## src/hw/pwm_pkg.sv

```systemverilog
package pwm_pkg;

    // Register word indices; byte address is four times the index.
    localparam logic [3:0] ADDR_CONTROL_A = 4'h0;
    localparam logic [3:0] ADDR_CONTROL_B = 4'h1;
    localparam logic [3:0] ADDR_COUNTER   = 4'h2;
    localparam logic [3:0] ADDR_COMPARE_A = 4'h3;
    localparam logic [3:0] ADDR_COMPARE_B = 4'h4;
    localparam logic [3:0] ADDR_PERIOD    = 4'h5;
    localparam logic [3:0] ADDR_PLL       = 4'h6;
    localparam logic [3:0] ADDR_FLAGS     = 4'h7;
    localparam logic [3:0] ADDR_IRQ_EN    = 4'h8;

    // Field positions.
    localparam int MODE_A_LSB   = 6;
    localparam int MODE_B_LSB   = 4;
    localparam int PWM_A_EN_BIT = 1;
    localparam int PWM_B_EN_BIT = 0;
    localparam int PSR_BIT      = 6;
    localparam int FAST_EN_BIT  = 2;
    localparam int PLL_EN_BIT   = 1;
    localparam int LOCKED_BIT   = 0;
    localparam int FLAG_OVF     = 2;
    localparam int FLAG_CMP_A   = 1;
    localparam int FLAG_CMP_B   = 0;

    // Reset values.
    localparam logic [7:0] PERIOD_RESET  = 8'hff;
    localparam logic [7:0] COMPARE_RESET = 8'h00;
    localparam logic [3:0] SELECT_RESET  = 4'h0;

    typedef enum logic [1:0] {
        MODE_OFF  = 2'h0,
        MODE_PAIR = 2'h1,
        MODE_CLR  = 2'h2,
        MODE_SET  = 2'h3
    } mode_t;

    typedef enum logic {
        BUS_IDLE   = 1'b0,
        BUS_ANSWER = 1'b1
    } bus_state_t;

    // Sticky flag update where a new event beats a clear in the same cycle.
    function automatic logic [2:0] flag_update(logic [2:0] q, logic [2:0] set, logic [2:0] clr);
        flag_update = (q & ~clr) | set;
    endfunction

endpackage

```

## src/hw/pwm_timer.sv

```systemverilog
// Design decisions made here: the Avalon-MM interface to the registers and the register offsets.
`timescale 1ns/1ps
// Contract
// - Two free-running glitch-free 8-bit PWM channels.
// - Pair never high together; one-tick dead time.
// - Fast mode: rise tick+fast cycle, fall fast cycle; the mode 10 true output rises after one fast cycle only.
// - Sync mode: rise tick+clock, fall one clock; the mode 10 true output rises after one clock only.
// - Compare match acts per mode; 00 disconnects.
// - Counter counts zero to period, then restarts.
// - Period match sets overflow flag after delay.
// - Mode 01 drives complementary delayed pair.
// - Mode 10 clears on match, sets at one.
// - Mode 11 sets after match, clears at one.
// - Compare writes held until period match while enabled.
// - Compare reads return most recent written value.
// - Compare zero or period gives static levels.
// - Flags request interrupt with own and global enable.
// - PWM period is tick period times period+1.
// - Select codes 1..5 divide by 1..16.
// - Enable bit selects PWM; counter clears after match.
// - Fast enable picks PLL clock, else system clock.
// - Select zero stops the counter.
module pwm_timer #(
    parameter int DIV_W = 14
) (
    input  wire logic        i_clk,
    input  wire logic        i_rst_n,
    input  wire logic [3:0]  i_avs_address,
    input  wire logic        i_avs_read,
    input  wire logic        i_avs_write,
    input  wire logic [31:0] i_avs_writedata,
    input  wire logic [3:0]  i_avs_byteenable,
    output logic [31:0]      o_avs_readdata,
    output logic             o_avs_waitrequest,
    input  wire logic        i_fast_pll_clock,
    input  wire logic        i_pll_locked,
    input  wire logic        i_global_irq_enable,
    output logic             o_pll_enable,
    output logic             o_irq_request,
    output logic             o_pwm_a_out,
    output logic             o_pwm_a_inv,
    output logic             o_pwm_a_drive,
    output logic             o_pwm_a_inv_drive,
    output logic             o_pwm_b_out,
    output logic             o_pwm_b_inv,
    output logic             o_pwm_b_drive,
    output logic             o_pwm_b_inv_drive
);
    import pwm_pkg::*;

    typedef struct packed {
        bus_state_t  bus;
        logic [31:0] rdata;
        mode_t       mode_a;
        mode_t       mode_b;
        logic        en_a;
        logic        en_b;
        logic [3:0]  select;
        logic        psr;
        logic [7:0]  cnt;
        logic [7:0]  cmp_a;
        logic [7:0]  cmp_b;
        logic [7:0]  hold_a;
        logic [7:0]  hold_b;
        logic [7:0]  period;
        logic        fast_en;
        logic        pll_en;
        logic        fclk;
        logic [2:0]  evt;
        logic [2:0]  flags;
        logic [2:0]  irq_en;
        logic        irq;
    } state_t;

    localparam state_t STATE_RESET = '{
        bus: BUS_IDLE, rdata: 32'h0, mode_a: MODE_OFF, mode_b: MODE_OFF,
        en_a: 1'b0, en_b: 1'b0, select: SELECT_RESET, psr: 1'b0, cnt: 8'h00,
        cmp_a: COMPARE_RESET, cmp_b: COMPARE_RESET, hold_a: COMPARE_RESET,
        hold_b: COMPARE_RESET, period: PERIOD_RESET, fast_en: 1'b0, pll_en: 1'b0,
        fclk: 1'b0, evt: 3'h0, flags: 3'h0, irq_en: 3'h0, irq: 1'b0
    };

    state_t q;
    state_t d;
    logic       base_tick;
    logic       tick;
    logic       wrap;
    logic       wr;
    logic [7:0] wbyte;
    logic [7:0] rd_byte;
    logic [2:0] clr;

    // Fast mode steps on each rising edge of the PLL clock, seen as a synchronous input.
    // The PLL clock must run well below the system clock for every edge to be seen.
    assign base_tick = q.fast_en ? (i_fast_pll_clock && !q.fclk) : 1'b1;
    assign wrap = q.cnt == q.period;
    assign wr = i_avs_write && i_avs_byteenable[0];
    assign wbyte = i_avs_writedata[7:0];
    assign clr = (wr && i_avs_address == ADDR_FLAGS) ? wbyte[2:0] : 3'h0;

    pwm_prescaler #(
        .DIV_W(DIV_W)
    ) u_prescaler (
        .i_clk      (i_clk),
        .i_rst_n    (i_rst_n),
        .i_base_tick(base_tick),
        .i_select   (q.select),
        .i_clear    (q.psr),
        .o_tick     (tick)
    );

    // Read mux; unmapped words read as zero.
    always_comb begin
        rd_byte = 8'h00;
        case (i_avs_address)
            ADDR_CONTROL_A: rd_byte = {q.mode_a, q.mode_b, 2'h0, q.en_a, q.en_b};
            ADDR_CONTROL_B: rd_byte = {4'h0, q.select};
            ADDR_COUNTER:   rd_byte = q.cnt;
            ADDR_COMPARE_A: rd_byte = q.hold_a;
            ADDR_COMPARE_B: rd_byte = q.hold_b;
            ADDR_PERIOD:    rd_byte = q.period;
            ADDR_PLL:       rd_byte = {5'h0, q.fast_en, q.pll_en, i_pll_locked};
            ADDR_FLAGS:     rd_byte = {5'h0, q.flags};
            ADDR_IRQ_EN:    rd_byte = {5'h0, q.irq_en};
            default:        rd_byte = 8'h00;
        endcase
    end

    // Reads take one wait cycle so the answer always comes from a flip-flop.
    assign o_avs_waitrequest = (q.bus == BUS_IDLE) && i_avs_read;

    // Next-state logic for counter, compare buffering, flags and registers.
    always_comb begin
        d = q;
        d.fclk = i_fast_pll_clock;
        d.psr = 1'b0;
        unique case (q.bus)
            BUS_IDLE: begin
                if (i_avs_read) begin
                    d.rdata = {24'h0, rd_byte};
                    d.bus = BUS_ANSWER;
                end
            end
            BUS_ANSWER: begin
                d.bus = BUS_IDLE;
            end
        endcase
        if (tick) begin
            if (wrap) begin
                d.cnt = 8'h00;
                if (q.en_a) begin
                    d.cmp_a = q.hold_a;
                end
                if (q.en_b) begin
                    d.cmp_b = q.hold_b;
                end
            end else begin
                d.cnt = q.cnt + 8'h01;
            end
        end
        // One stage of delay stands in for the timer-to-bus resynchronizer.
        d.evt[FLAG_OVF] = tick && wrap;
        d.evt[FLAG_CMP_A] = tick && q.cnt == q.cmp_a;
        d.evt[FLAG_CMP_B] = tick && q.cnt == q.cmp_b;
        d.flags = flag_update(q.flags, q.evt, clr);
        d.irq = i_global_irq_enable && |(q.flags & q.irq_en);
        if (!q.pll_en) begin
            d.fast_en = 1'b0;
        end
        if (wr) begin
            unique case (i_avs_address)
                ADDR_CONTROL_A: begin
                    d.mode_a = mode_t'(wbyte[MODE_A_LSB+:2]);
                    d.mode_b = mode_t'(wbyte[MODE_B_LSB+:2]);
                    d.en_a = wbyte[PWM_A_EN_BIT];
                    d.en_b = wbyte[PWM_B_EN_BIT];
                end
                ADDR_CONTROL_B: begin
                    d.select = wbyte[3:0];
                    d.psr = wbyte[PSR_BIT];
                end
                ADDR_COUNTER: begin
                    d.cnt = wbyte;
                end
                ADDR_COMPARE_A: begin
                    d.hold_a = wbyte;
                    if (!q.en_a) begin
                        d.cmp_a = wbyte;
                    end
                end
                ADDR_COMPARE_B: begin
                    d.hold_b = wbyte;
                    if (!q.en_b) begin
                        d.cmp_b = wbyte;
                    end
                end
                ADDR_PERIOD: begin
                    d.period = wbyte;
                end
                ADDR_PLL: begin
                    d.pll_en = wbyte[PLL_EN_BIT];
                    // Dropping the PLL in the same write must also drop the fast clock.
                    d.fast_en = wbyte[FAST_EN_BIT] && wbyte[PLL_EN_BIT] && q.pll_en;
                end
                ADDR_IRQ_EN: begin
                    d.irq_en = wbyte[2:0];
                end
                default: begin
                end
            endcase
        end
    end

    always_ff @(posedge i_clk) begin
        if (!i_rst_n) begin
            q <= STATE_RESET;
        end else begin
            q <= d;
        end
    end

    assign o_avs_readdata = q.rdata;
    assign o_pll_enable = q.pll_en;
    assign o_irq_request = q.irq;

    pwm_channel u_chan_a (
        .i_clk        (i_clk),
        .i_rst_n      (i_rst_n),
        .i_mode       (q.mode_a),
        .i_enable     (q.en_a),
        .i_count      (q.cnt),
        .i_compare    (q.cmp_a),
        .i_period     (q.period),
        .i_scaled_tick(tick),
        .i_base_tick  (base_tick),
        .o_true       (o_pwm_a_out),
        .o_inv        (o_pwm_a_inv),
        .o_true_drive (o_pwm_a_drive),
        .o_inv_drive  (o_pwm_a_inv_drive)
    );

    pwm_channel u_chan_b (
        .i_clk        (i_clk),
        .i_rst_n      (i_rst_n),
        .i_mode       (q.mode_b),
        .i_enable     (q.en_b),
        .i_count      (q.cnt),
        .i_compare    (q.cmp_b),
        .i_period     (q.period),
        .i_scaled_tick(tick),
        .i_base_tick  (base_tick),
        .o_true       (o_pwm_b_out),
        .o_inv        (o_pwm_b_inv),
        .o_true_drive (o_pwm_b_drive),
        .o_inv_drive  (o_pwm_b_inv_drive)
    );

    chk_count_wrap: assert property (@(posedge i_clk) disable iff (!i_rst_n)
        tick && wrap && !wr |=> q.cnt == 8'h00) else $error("no wrap");
    chk_count_step: assert property (@(posedge i_clk) disable iff (!i_rst_n)
        tick && !wrap && !wr |=> q.cnt == $past(q.cnt) + 8'h01) else $error("bad step");
    chk_hold_load: assert property (@(posedge i_clk) disable iff (!i_rst_n)
        tick && wrap && q.en_a |=> q.cmp_a == $past(q.hold_a)) else $error("no load");
    chk_ovf_flag: assert property (@(posedge i_clk) disable iff (!i_rst_n)
        tick && wrap |-> ##2 q.flags[FLAG_OVF]) else $error("no ovf flag");
    chk_stop_hold: assert property (@(posedge i_clk) disable iff (!i_rst_n)
        q.select == 4'h0 && !wr |=> $stable(q.cnt)) else $error("counter ran");
    chk_read_back: assert property (@(posedge i_clk) disable iff (!i_rst_n)
        wr && i_avs_address == ADDR_COMPARE_A |=> q.hold_a == $past(wbyte)) else $error("hold");
    chk_fast_gate: assert property (@(posedge i_clk) disable iff (!i_rst_n)
        q.fast_en |-> q.pll_en) else $error("fast w/o pll");
    chk_irq_gate: assert property (@(posedge i_clk) disable iff (!i_rst_n)
        o_irq_request |-> $past(i_global_irq_enable)) else $error("irq ungated");
    cov_wrap: cover property (@(posedge i_clk) disable iff (!i_rst_n) tick && wrap);
    cov_read: cover property (@(posedge i_clk) disable iff (!i_rst_n) q.bus == BUS_ANSWER);
    cov_irq: cover property (@(posedge i_clk) disable iff (!i_rst_n) $rose(o_irq_request));
endmodule

```

## src/hw/pwm_prescaler.sv

```systemverilog
`timescale 1ns/1ps
module pwm_prescaler #(
    parameter int DIV_W = 14
) (
    input  wire logic       i_clk,
    input  wire logic       i_rst_n,
    input  wire logic       i_base_tick,
    input  wire logic [3:0] i_select,
    input  wire logic       i_clear,
    output logic            o_tick
);
    import pwm_pkg::*;

    typedef struct packed {
        logic [DIV_W-1:0] div;
    } state_t;

    state_t q;
    state_t d;
    logic [DIV_W-1:0] mask;

    // Codes above one pick a power-of-two tap of the free divider.
    always_comb begin
        d = q;
        mask = DIV_W'((DIV_W'(1) << (i_select - 4'h1)) - DIV_W'(1));
        if (i_clear) begin
            d.div = '0;
        end else if (i_base_tick) begin
            d.div = q.div + DIV_W'(1);
        end
        if (i_select == SELECT_RESET) begin
            o_tick = 1'b0;
        end else begin
            o_tick = i_base_tick & (&(q.div | ~mask));
        end
    end

    always_ff @(posedge i_clk) begin
        if (!i_rst_n) begin
            q <= '0;
        end else begin
            q <= d;
        end
    end

    chk_stop_no_tick: assert property (@(posedge i_clk) disable iff (!i_rst_n)
        i_select == 4'h0 |-> !o_tick) else $error("tick while stopped");
    chk_div_one: assert property (@(posedge i_clk) disable iff (!i_rst_n)
        i_select == 4'h1 |-> o_tick == i_base_tick) else $error("div1 wrong");
endmodule

```

## src/hw/pwm_channel.sv

```systemverilog
`timescale 1ns/1ps
module pwm_channel (
    input  wire logic          i_clk,
    input  wire logic          i_rst_n,
    input  pwm_pkg::mode_t     i_mode,
    input  wire logic          i_enable,
    input  wire logic [7:0]    i_count,
    input  wire logic [7:0]    i_compare,
    input  wire logic [7:0]    i_period,
    input  wire logic          i_scaled_tick,
    input  wire logic          i_base_tick,
    output logic               o_true,
    output logic               o_inv,
    output logic               o_true_drive,
    output logic               o_inv_drive
);
    import pwm_pkg::*;

    // Index 0 is the true output, index 1 the inverted one.
    typedef struct packed {
        logic [1:0] tgt;
        logic [1:0] wait_ps;
        logic [1:0] go;
        logic [1:0] out;
        logic       drv_t;
        logic       drv_i;
    } state_t;

    state_t q;
    state_t d;
    logic       ideal;
    logic [1:0] tgt;
    logic [1:0] slow;

    // Ideal waveform, with fixed levels at the two extreme compare values.
    always_comb begin
        if (i_compare == i_period) begin
            ideal = 1'b1;
        end else begin
            ideal = (i_count != 8'h00) && (i_count < i_compare);
        end
        tgt[0] = i_enable && (i_mode == MODE_SET ? !ideal : (i_mode != MODE_OFF && ideal));
        tgt[1] = i_enable && i_mode == MODE_PAIR && !ideal;
        slow[0] = i_mode != MODE_CLR;
        slow[1] = 1'b1;
    end

    // Rising edges wait a prescaled tick then a base tick, except the true output in mode 10, which waits a base tick only; falling edges a base tick only.
    // That skew is the dead time, so the pair can never be high together.
    always_comb begin
        d = q;
        d.tgt = tgt;
        d.drv_t = i_enable && i_mode != MODE_OFF;
        d.drv_i = i_enable && i_mode == MODE_PAIR;
        for (int k = 0; k < 2; k++) begin
            if (!tgt[k]) begin
                d.wait_ps[k] = 1'b0;
                d.go[k] = 1'b0;
                if (i_base_tick) begin
                    d.out[k] = 1'b0;
                end
            end else begin
                if (!q.tgt[k]) begin
                    d.wait_ps[k] = slow[k];
                    d.go[k] = !slow[k];
                end else if (q.wait_ps[k] && i_scaled_tick) begin
                    d.wait_ps[k] = 1'b0;
                    d.go[k] = 1'b1;
                end
                if (q.go[k] && i_base_tick) begin
                    d.out[k] = 1'b1;
                    d.go[k] = 1'b0;
                end
            end
        end
    end

    always_ff @(posedge i_clk) begin
        if (!i_rst_n) begin
            q <= '0;
        end else begin
            q <= d;
        end
    end

    assign o_true = q.out[0];
    assign o_inv = q.out[1];
    assign o_true_drive = q.drv_t;
    assign o_inv_drive = q.drv_i;

    chk_no_overlap: assert property (@(posedge i_clk) disable iff (!i_rst_n)
        !(o_true && o_inv)) else $error("pair overlaps");
    chk_fall_one_tick: assert property (@(posedge i_clk) disable iff (!i_rst_n)
        !tgt[0] && i_base_tick |=> !o_true) else $error("late fall");
    chk_rise_after_go: assert property (@(posedge i_clk) disable iff (!i_rst_n)
        $rose(o_true) |-> $past(q.go[0]) && $past(i_base_tick)) else $error("early rise");
    chk_inv_detached: assert property (@(posedge i_clk) disable iff (!i_rst_n)
        i_mode != MODE_PAIR |=> !o_inv_drive) else $error("inv driven");
    cov_pair_toggle: cover property (@(posedge i_clk) disable iff (!i_rst_n)
        i_mode == MODE_PAIR && $rose(o_inv));
endmodule

```

## config.mk

```make
export PLATFORM = sky130hd
export DESIGN_NAME = pwm_timer
export DESIGN_NICKNAME = d
export VERILOG_FILES = /design/src/hw/pwm_pkg.sv /design/src/hw/pwm_timer.sv /design/src/hw/pwm_prescaler.sv /design/src/hw/pwm_channel.sv
export SDC_FILE = /design/constraint.sdc
export NUM_CORES = 1
export LEC_CHECK = 0
export ABC_CLOCK_PERIOD_IN_PS = 6430
export BUFFER_PORTS_ARGS = -buffer_cell sky130_fd_sc_hd__buf_2
export CORE_MARGIN = 2
export CORE_UTILIZATION = 40
export CTS_CLUSTER_DIAMETER = 100
export DETAILED_ROUTE_END_ITERATION = 7
export PLACE_DENSITY = 0.63
export RECOVER_POWER = 50
export SETUP_SLACK_MARGIN = 0.1
export SKIP_CTS_REPAIR_TIMING = 1
export SLEW_MARGIN = 20
export SYNTH_ARGS = -nofsm -noshare
export SYNTH_HDL_FRONTEND = slang
export SYNTH_HIERARCHICAL = 1
export SYNTH_SLANG_ARGS = --single-unit
```

## constraint.sdc

```tcl
create_clock -name i_clk -period 6.43 [get_ports i_clk]
set_input_delay 0.9645 -clock i_clk [delete_from_list [all_inputs] [get_ports i_clk]]
set_output_delay 0.9645 -clock i_clk [all_outputs]
set_load 0.05 [all_outputs]
```

==> impl_metrics.tcl <==
set metrics [dict create \
    status "finished, violations left" \
    violations "max-capacitance violations, max-slew violations" \
    syn_area_per_cell_sq_um 8.51 \
    grt_pass1_wl_um 28100 \
    rr_worst_depth 11 \
    cts_root_buffer "clkbuf_16" \
    seqCellArea_sq_um 2300 \
    path_class "register to register" \
    ys_ff_latch 115 \
    synth.top_cells.by_area "dfxtp_1 (34%), mux2i_1 (7.1%), xnor2_1 (5.1%)" \
    cts.path.max_buffers 2 \
    multiInputGateArea_sq_um 3900 \
    tns_ns 0 \
    nFillCells 1670 \
    cts_tree "built" \
    relSlewSlack -0.493 \
    final_net_count 859 \
    layout_min_cycle_time_ns 4.22 \
    postSynthCellCount 794 \
    globalRoute.totalOverflow 0 \
    die_w_um 134 \
    synth_ff_type "dfxtp_1" \
    rr_startpoint "q[63]" \
    floorplan.die.height_um 134 \
    rrSetupSlack_ns 2.21 \
    power.leakage_nw 2.83 \
    first_global_vias 5127 \
    crit_path_end_kind "register" \
    clkSlewWorstSetupHoldPaths_ns 0.05 \
    critPathMaxStageDelay_ns 0.87 \
    clock_skew_ns 0.00964 \
    ys_types 77 \
    final_antenna_net_count 0 \
    r2r_end "q[42]" \
    max_slew.worst_pin.slew_ns 2.24 \
    slew_violations 90 \
    yosys.area.top_type_share 0.341 \
    routed_wl_um 17700 \
    crit_path_max_fanout 21 \
    wire_per_inst_um 17.2 \
    finalPower_mw 1.81 \
    clock.fmax_ghz 0.237 \
    dr.first_iter.drc_count 511 \
    hp-start "u_chan_b/q[9]" \
    drive_gt1_frac 0.0978 \
    yosys.area.top_type "dfxtp_1" \
    min_to "u_chan_b/q[7]" \
    worstHoldPathCells 1 \
    grt_max_degree 48 \
    synth_enable_flop_cells 0 \
    rows 47 \
    first_pass_iters 5 \
    maxCapViolCount 2 \
    synth-async-reset-ratio 0 \
    fin_crit_sh 0.656 \
    drc 0 \
    finalHoldViolations 0 \
    cp_num_buf_inv 1 \
    antenna_found_initial 0 \
    viasPerCell 5.47 \
    insertedDiodeCount 0 \
    pwr_density_cell_nw_per_um2 246 \
    vdd_drop_max_mv 0.203 \
    rsz0062_at_grt "false" \
    finalSetupViolCount 0 \
    grt_use_total 0.203 \
    cts_buffers 17 \
    globalplace.congestion 0.895 \
    cp_cell_sequence "nand3b_1, ha_1, nor3b_1, a32oi_1, o221ai_1, nor4_2, buf_4, nor3b_2, nand4_4, mux2i_1, a21oi_1" \
    start_kind "register" \
    portBuffers 38 \
    yosysSeqAreaShare 0.341 \
    h-tree-depth 4 \
    min_path_type "register to register" \
    num_io_pins 90 \
    syn2layout_area_growth_pct 8.98 \
    start_util 0.409 \
    place_hpwl_um 11800 \
    crit_family "simple AND/OR/NAND/NOR gates" \
    clock_sinks 115 \
    vias 5621 \
    core_area_sq_um 16500 \
    crit_arrival_ns 4.50 \
    yosys_warnings 6 \
    cp_data_required_time_ns 6.72 \
    slowest_stage "nor4_2" \
    fp.dieArea_sq_um 17900 \
    netlist_area_sq_um 6750 \
    clock_latency_ns 0.43 \
]
## synthesized netlist by cell type (5+ instances only)
master / n
xnor2_1: 39
buf_6: 11
mux2i_1: 48
nor4_1: 6
or3_1: 5
ha_1: 17
clkbuf_1: 27
a2bb2oi_1: 6
nor3_1: 6
buf_2: 9
o21ai_0: 42
nand2_1: 60
inv_1: 26
a21oi_1: 52
buf_4: 33
a31oi_1: 5
nor2b_1: 8
and3_1: 6
nor2_1: 81
nand2b_1: 12
xor2_1: 21
a22oi_1: 6
o211ai_1: 5
o22ai_1: 6
nand3b_1: 7
dfxtp_1: 115
nand3_1: 32
nand4_1: 19
## where the power goes
part	switching [mW]	internal, mW	leakage, nW
registers	0.0118	0.720	0.929
logic	0.0996	0.0330	1.62
clock network	0.350	0.599	0.280
## layout by cell type (no fill, tap or decap), types with 4 or more instances in the layout
master / Yosys / layout
inv_1: 26 / 26
buf_2: 9 / 19
and3_1: 6 / 6
nor2b_1: 8 / 8
nor2_1: 81 / 81
nand2b_1: 12 / 12
conb_1: 1 / 24
xnor2_1: 39 / 39
clkinvlp_4: 0 / 5
dfxtp_1: 115 / 115
nand3_1: 32 / 32
xor2_1: 21 / 21
a32oi_1: 4 / 4
a21boi_1: 4 / 4
a31oi_1: 5 / 5
nand4_1: 19 / 19
a2bb2oi_1: 6 / 6
clkbuf_16: 0 / 17
nand2_1: 60 / 60
nand3b_1: 7 / 7
mux2i_1: 48 / 48
o21ai_0: 42 / 41
nor3_1: 6 / 8
ha_1: 17 / 17
nor4_1: 6 / 6
a21oi_1: 52 / 52
clkbuf_1: 27 / 20
a22oi_1: 6 / 6
or3_1: 5 / 5
o211ai_1: 5 / 5
o22ai_1: 6 / 6
mux2_2: 4 / 4
## state kept, by name (all words and copies together), names as in the netlist
signal / cells
o_avs_readdata: 8
o_irq_request: 1
o_pll_enable: 1
q: 71
u_chan_a/o_inv: 1
u_chan_a/o_inv_drive: 1
u_chan_a/o_true: 1
u_chan_a/o_true_drive: 1
u_chan_a/q: 6
u_chan_b/o_inv: 1
u_chan_b/o_inv_drive: 1
u_chan_b/o_true: 1
u_chan_b/o_true_drive: 1
u_chan_b/q: 6
u_prescaler/q: 14
## cell type report
type	count	share of cell area
clock buffers	20	0.0634
repair buffers	41	0.0252
inverters	26	0.0133
flip-flops and latches	115	0.313
multi-input cells	594	0.530
well taps	220	0.0374
clock inverters	12	0.0177
## through the flow
step	setup WS (ns)	hold slack (ns)	cell area, sq um	cells	util
CTS	2.23	0.424	7400	1028	0.448
finish	2.21	0.420	7360	1028	0.445
detailed placement	2.07	0.416	6800	996	0.412
global route	1.88	0.447	7360	1028	0.445
floorplan	2.16	0.398	6840	817	-
global placement	2.07	0.408	6800	996	0.412
## metal layers
layer  GRT usage  vias to the layer above  wire length, um
met2       0.307                      199             7900
met4      0.0680                        0              322
li1            -                     2750                -
met1       0.283                     2644             8340
met5           0                        -                0
met3      0.0514                       28             1160
## worst max-delay path by stage
stage | from | endpoint | slack (ns) | cells past startpoint
final | q[63] | q[42] | 2.21 | 11
after global routing | q[63] | q[48] | 1.88 | 11
after CTS | q[63] | q[42] | 2.23 | 11
after detailed placement | i_fast_pll_clock | q[48] | 2.07 | 13
after global placement | i_fast_pll_clock | q[45] | 2.07 | 13
after floorplan | i_fast_pll_clock | q[45] | 2.16 | 12
## kinds of logic (layout without fill, tap and decap cells)
family,Yosys count,after routing,share of synthesized area
buffers and inverters,108,99,0.0924
multiplexers,52,52,0.0778
XOR/XNOR,61,61,0.0802
other,1,24,0.000555
flip-flops,115,115,0.341
AO/OA/AOI/OAI,166,166,0.161
adder cells (fa/ha/maj),17,17,0.0315
AND/OR/NAND/NOR,274,274,0.216
Note: power is estimated with default switching activity, not from simulation.
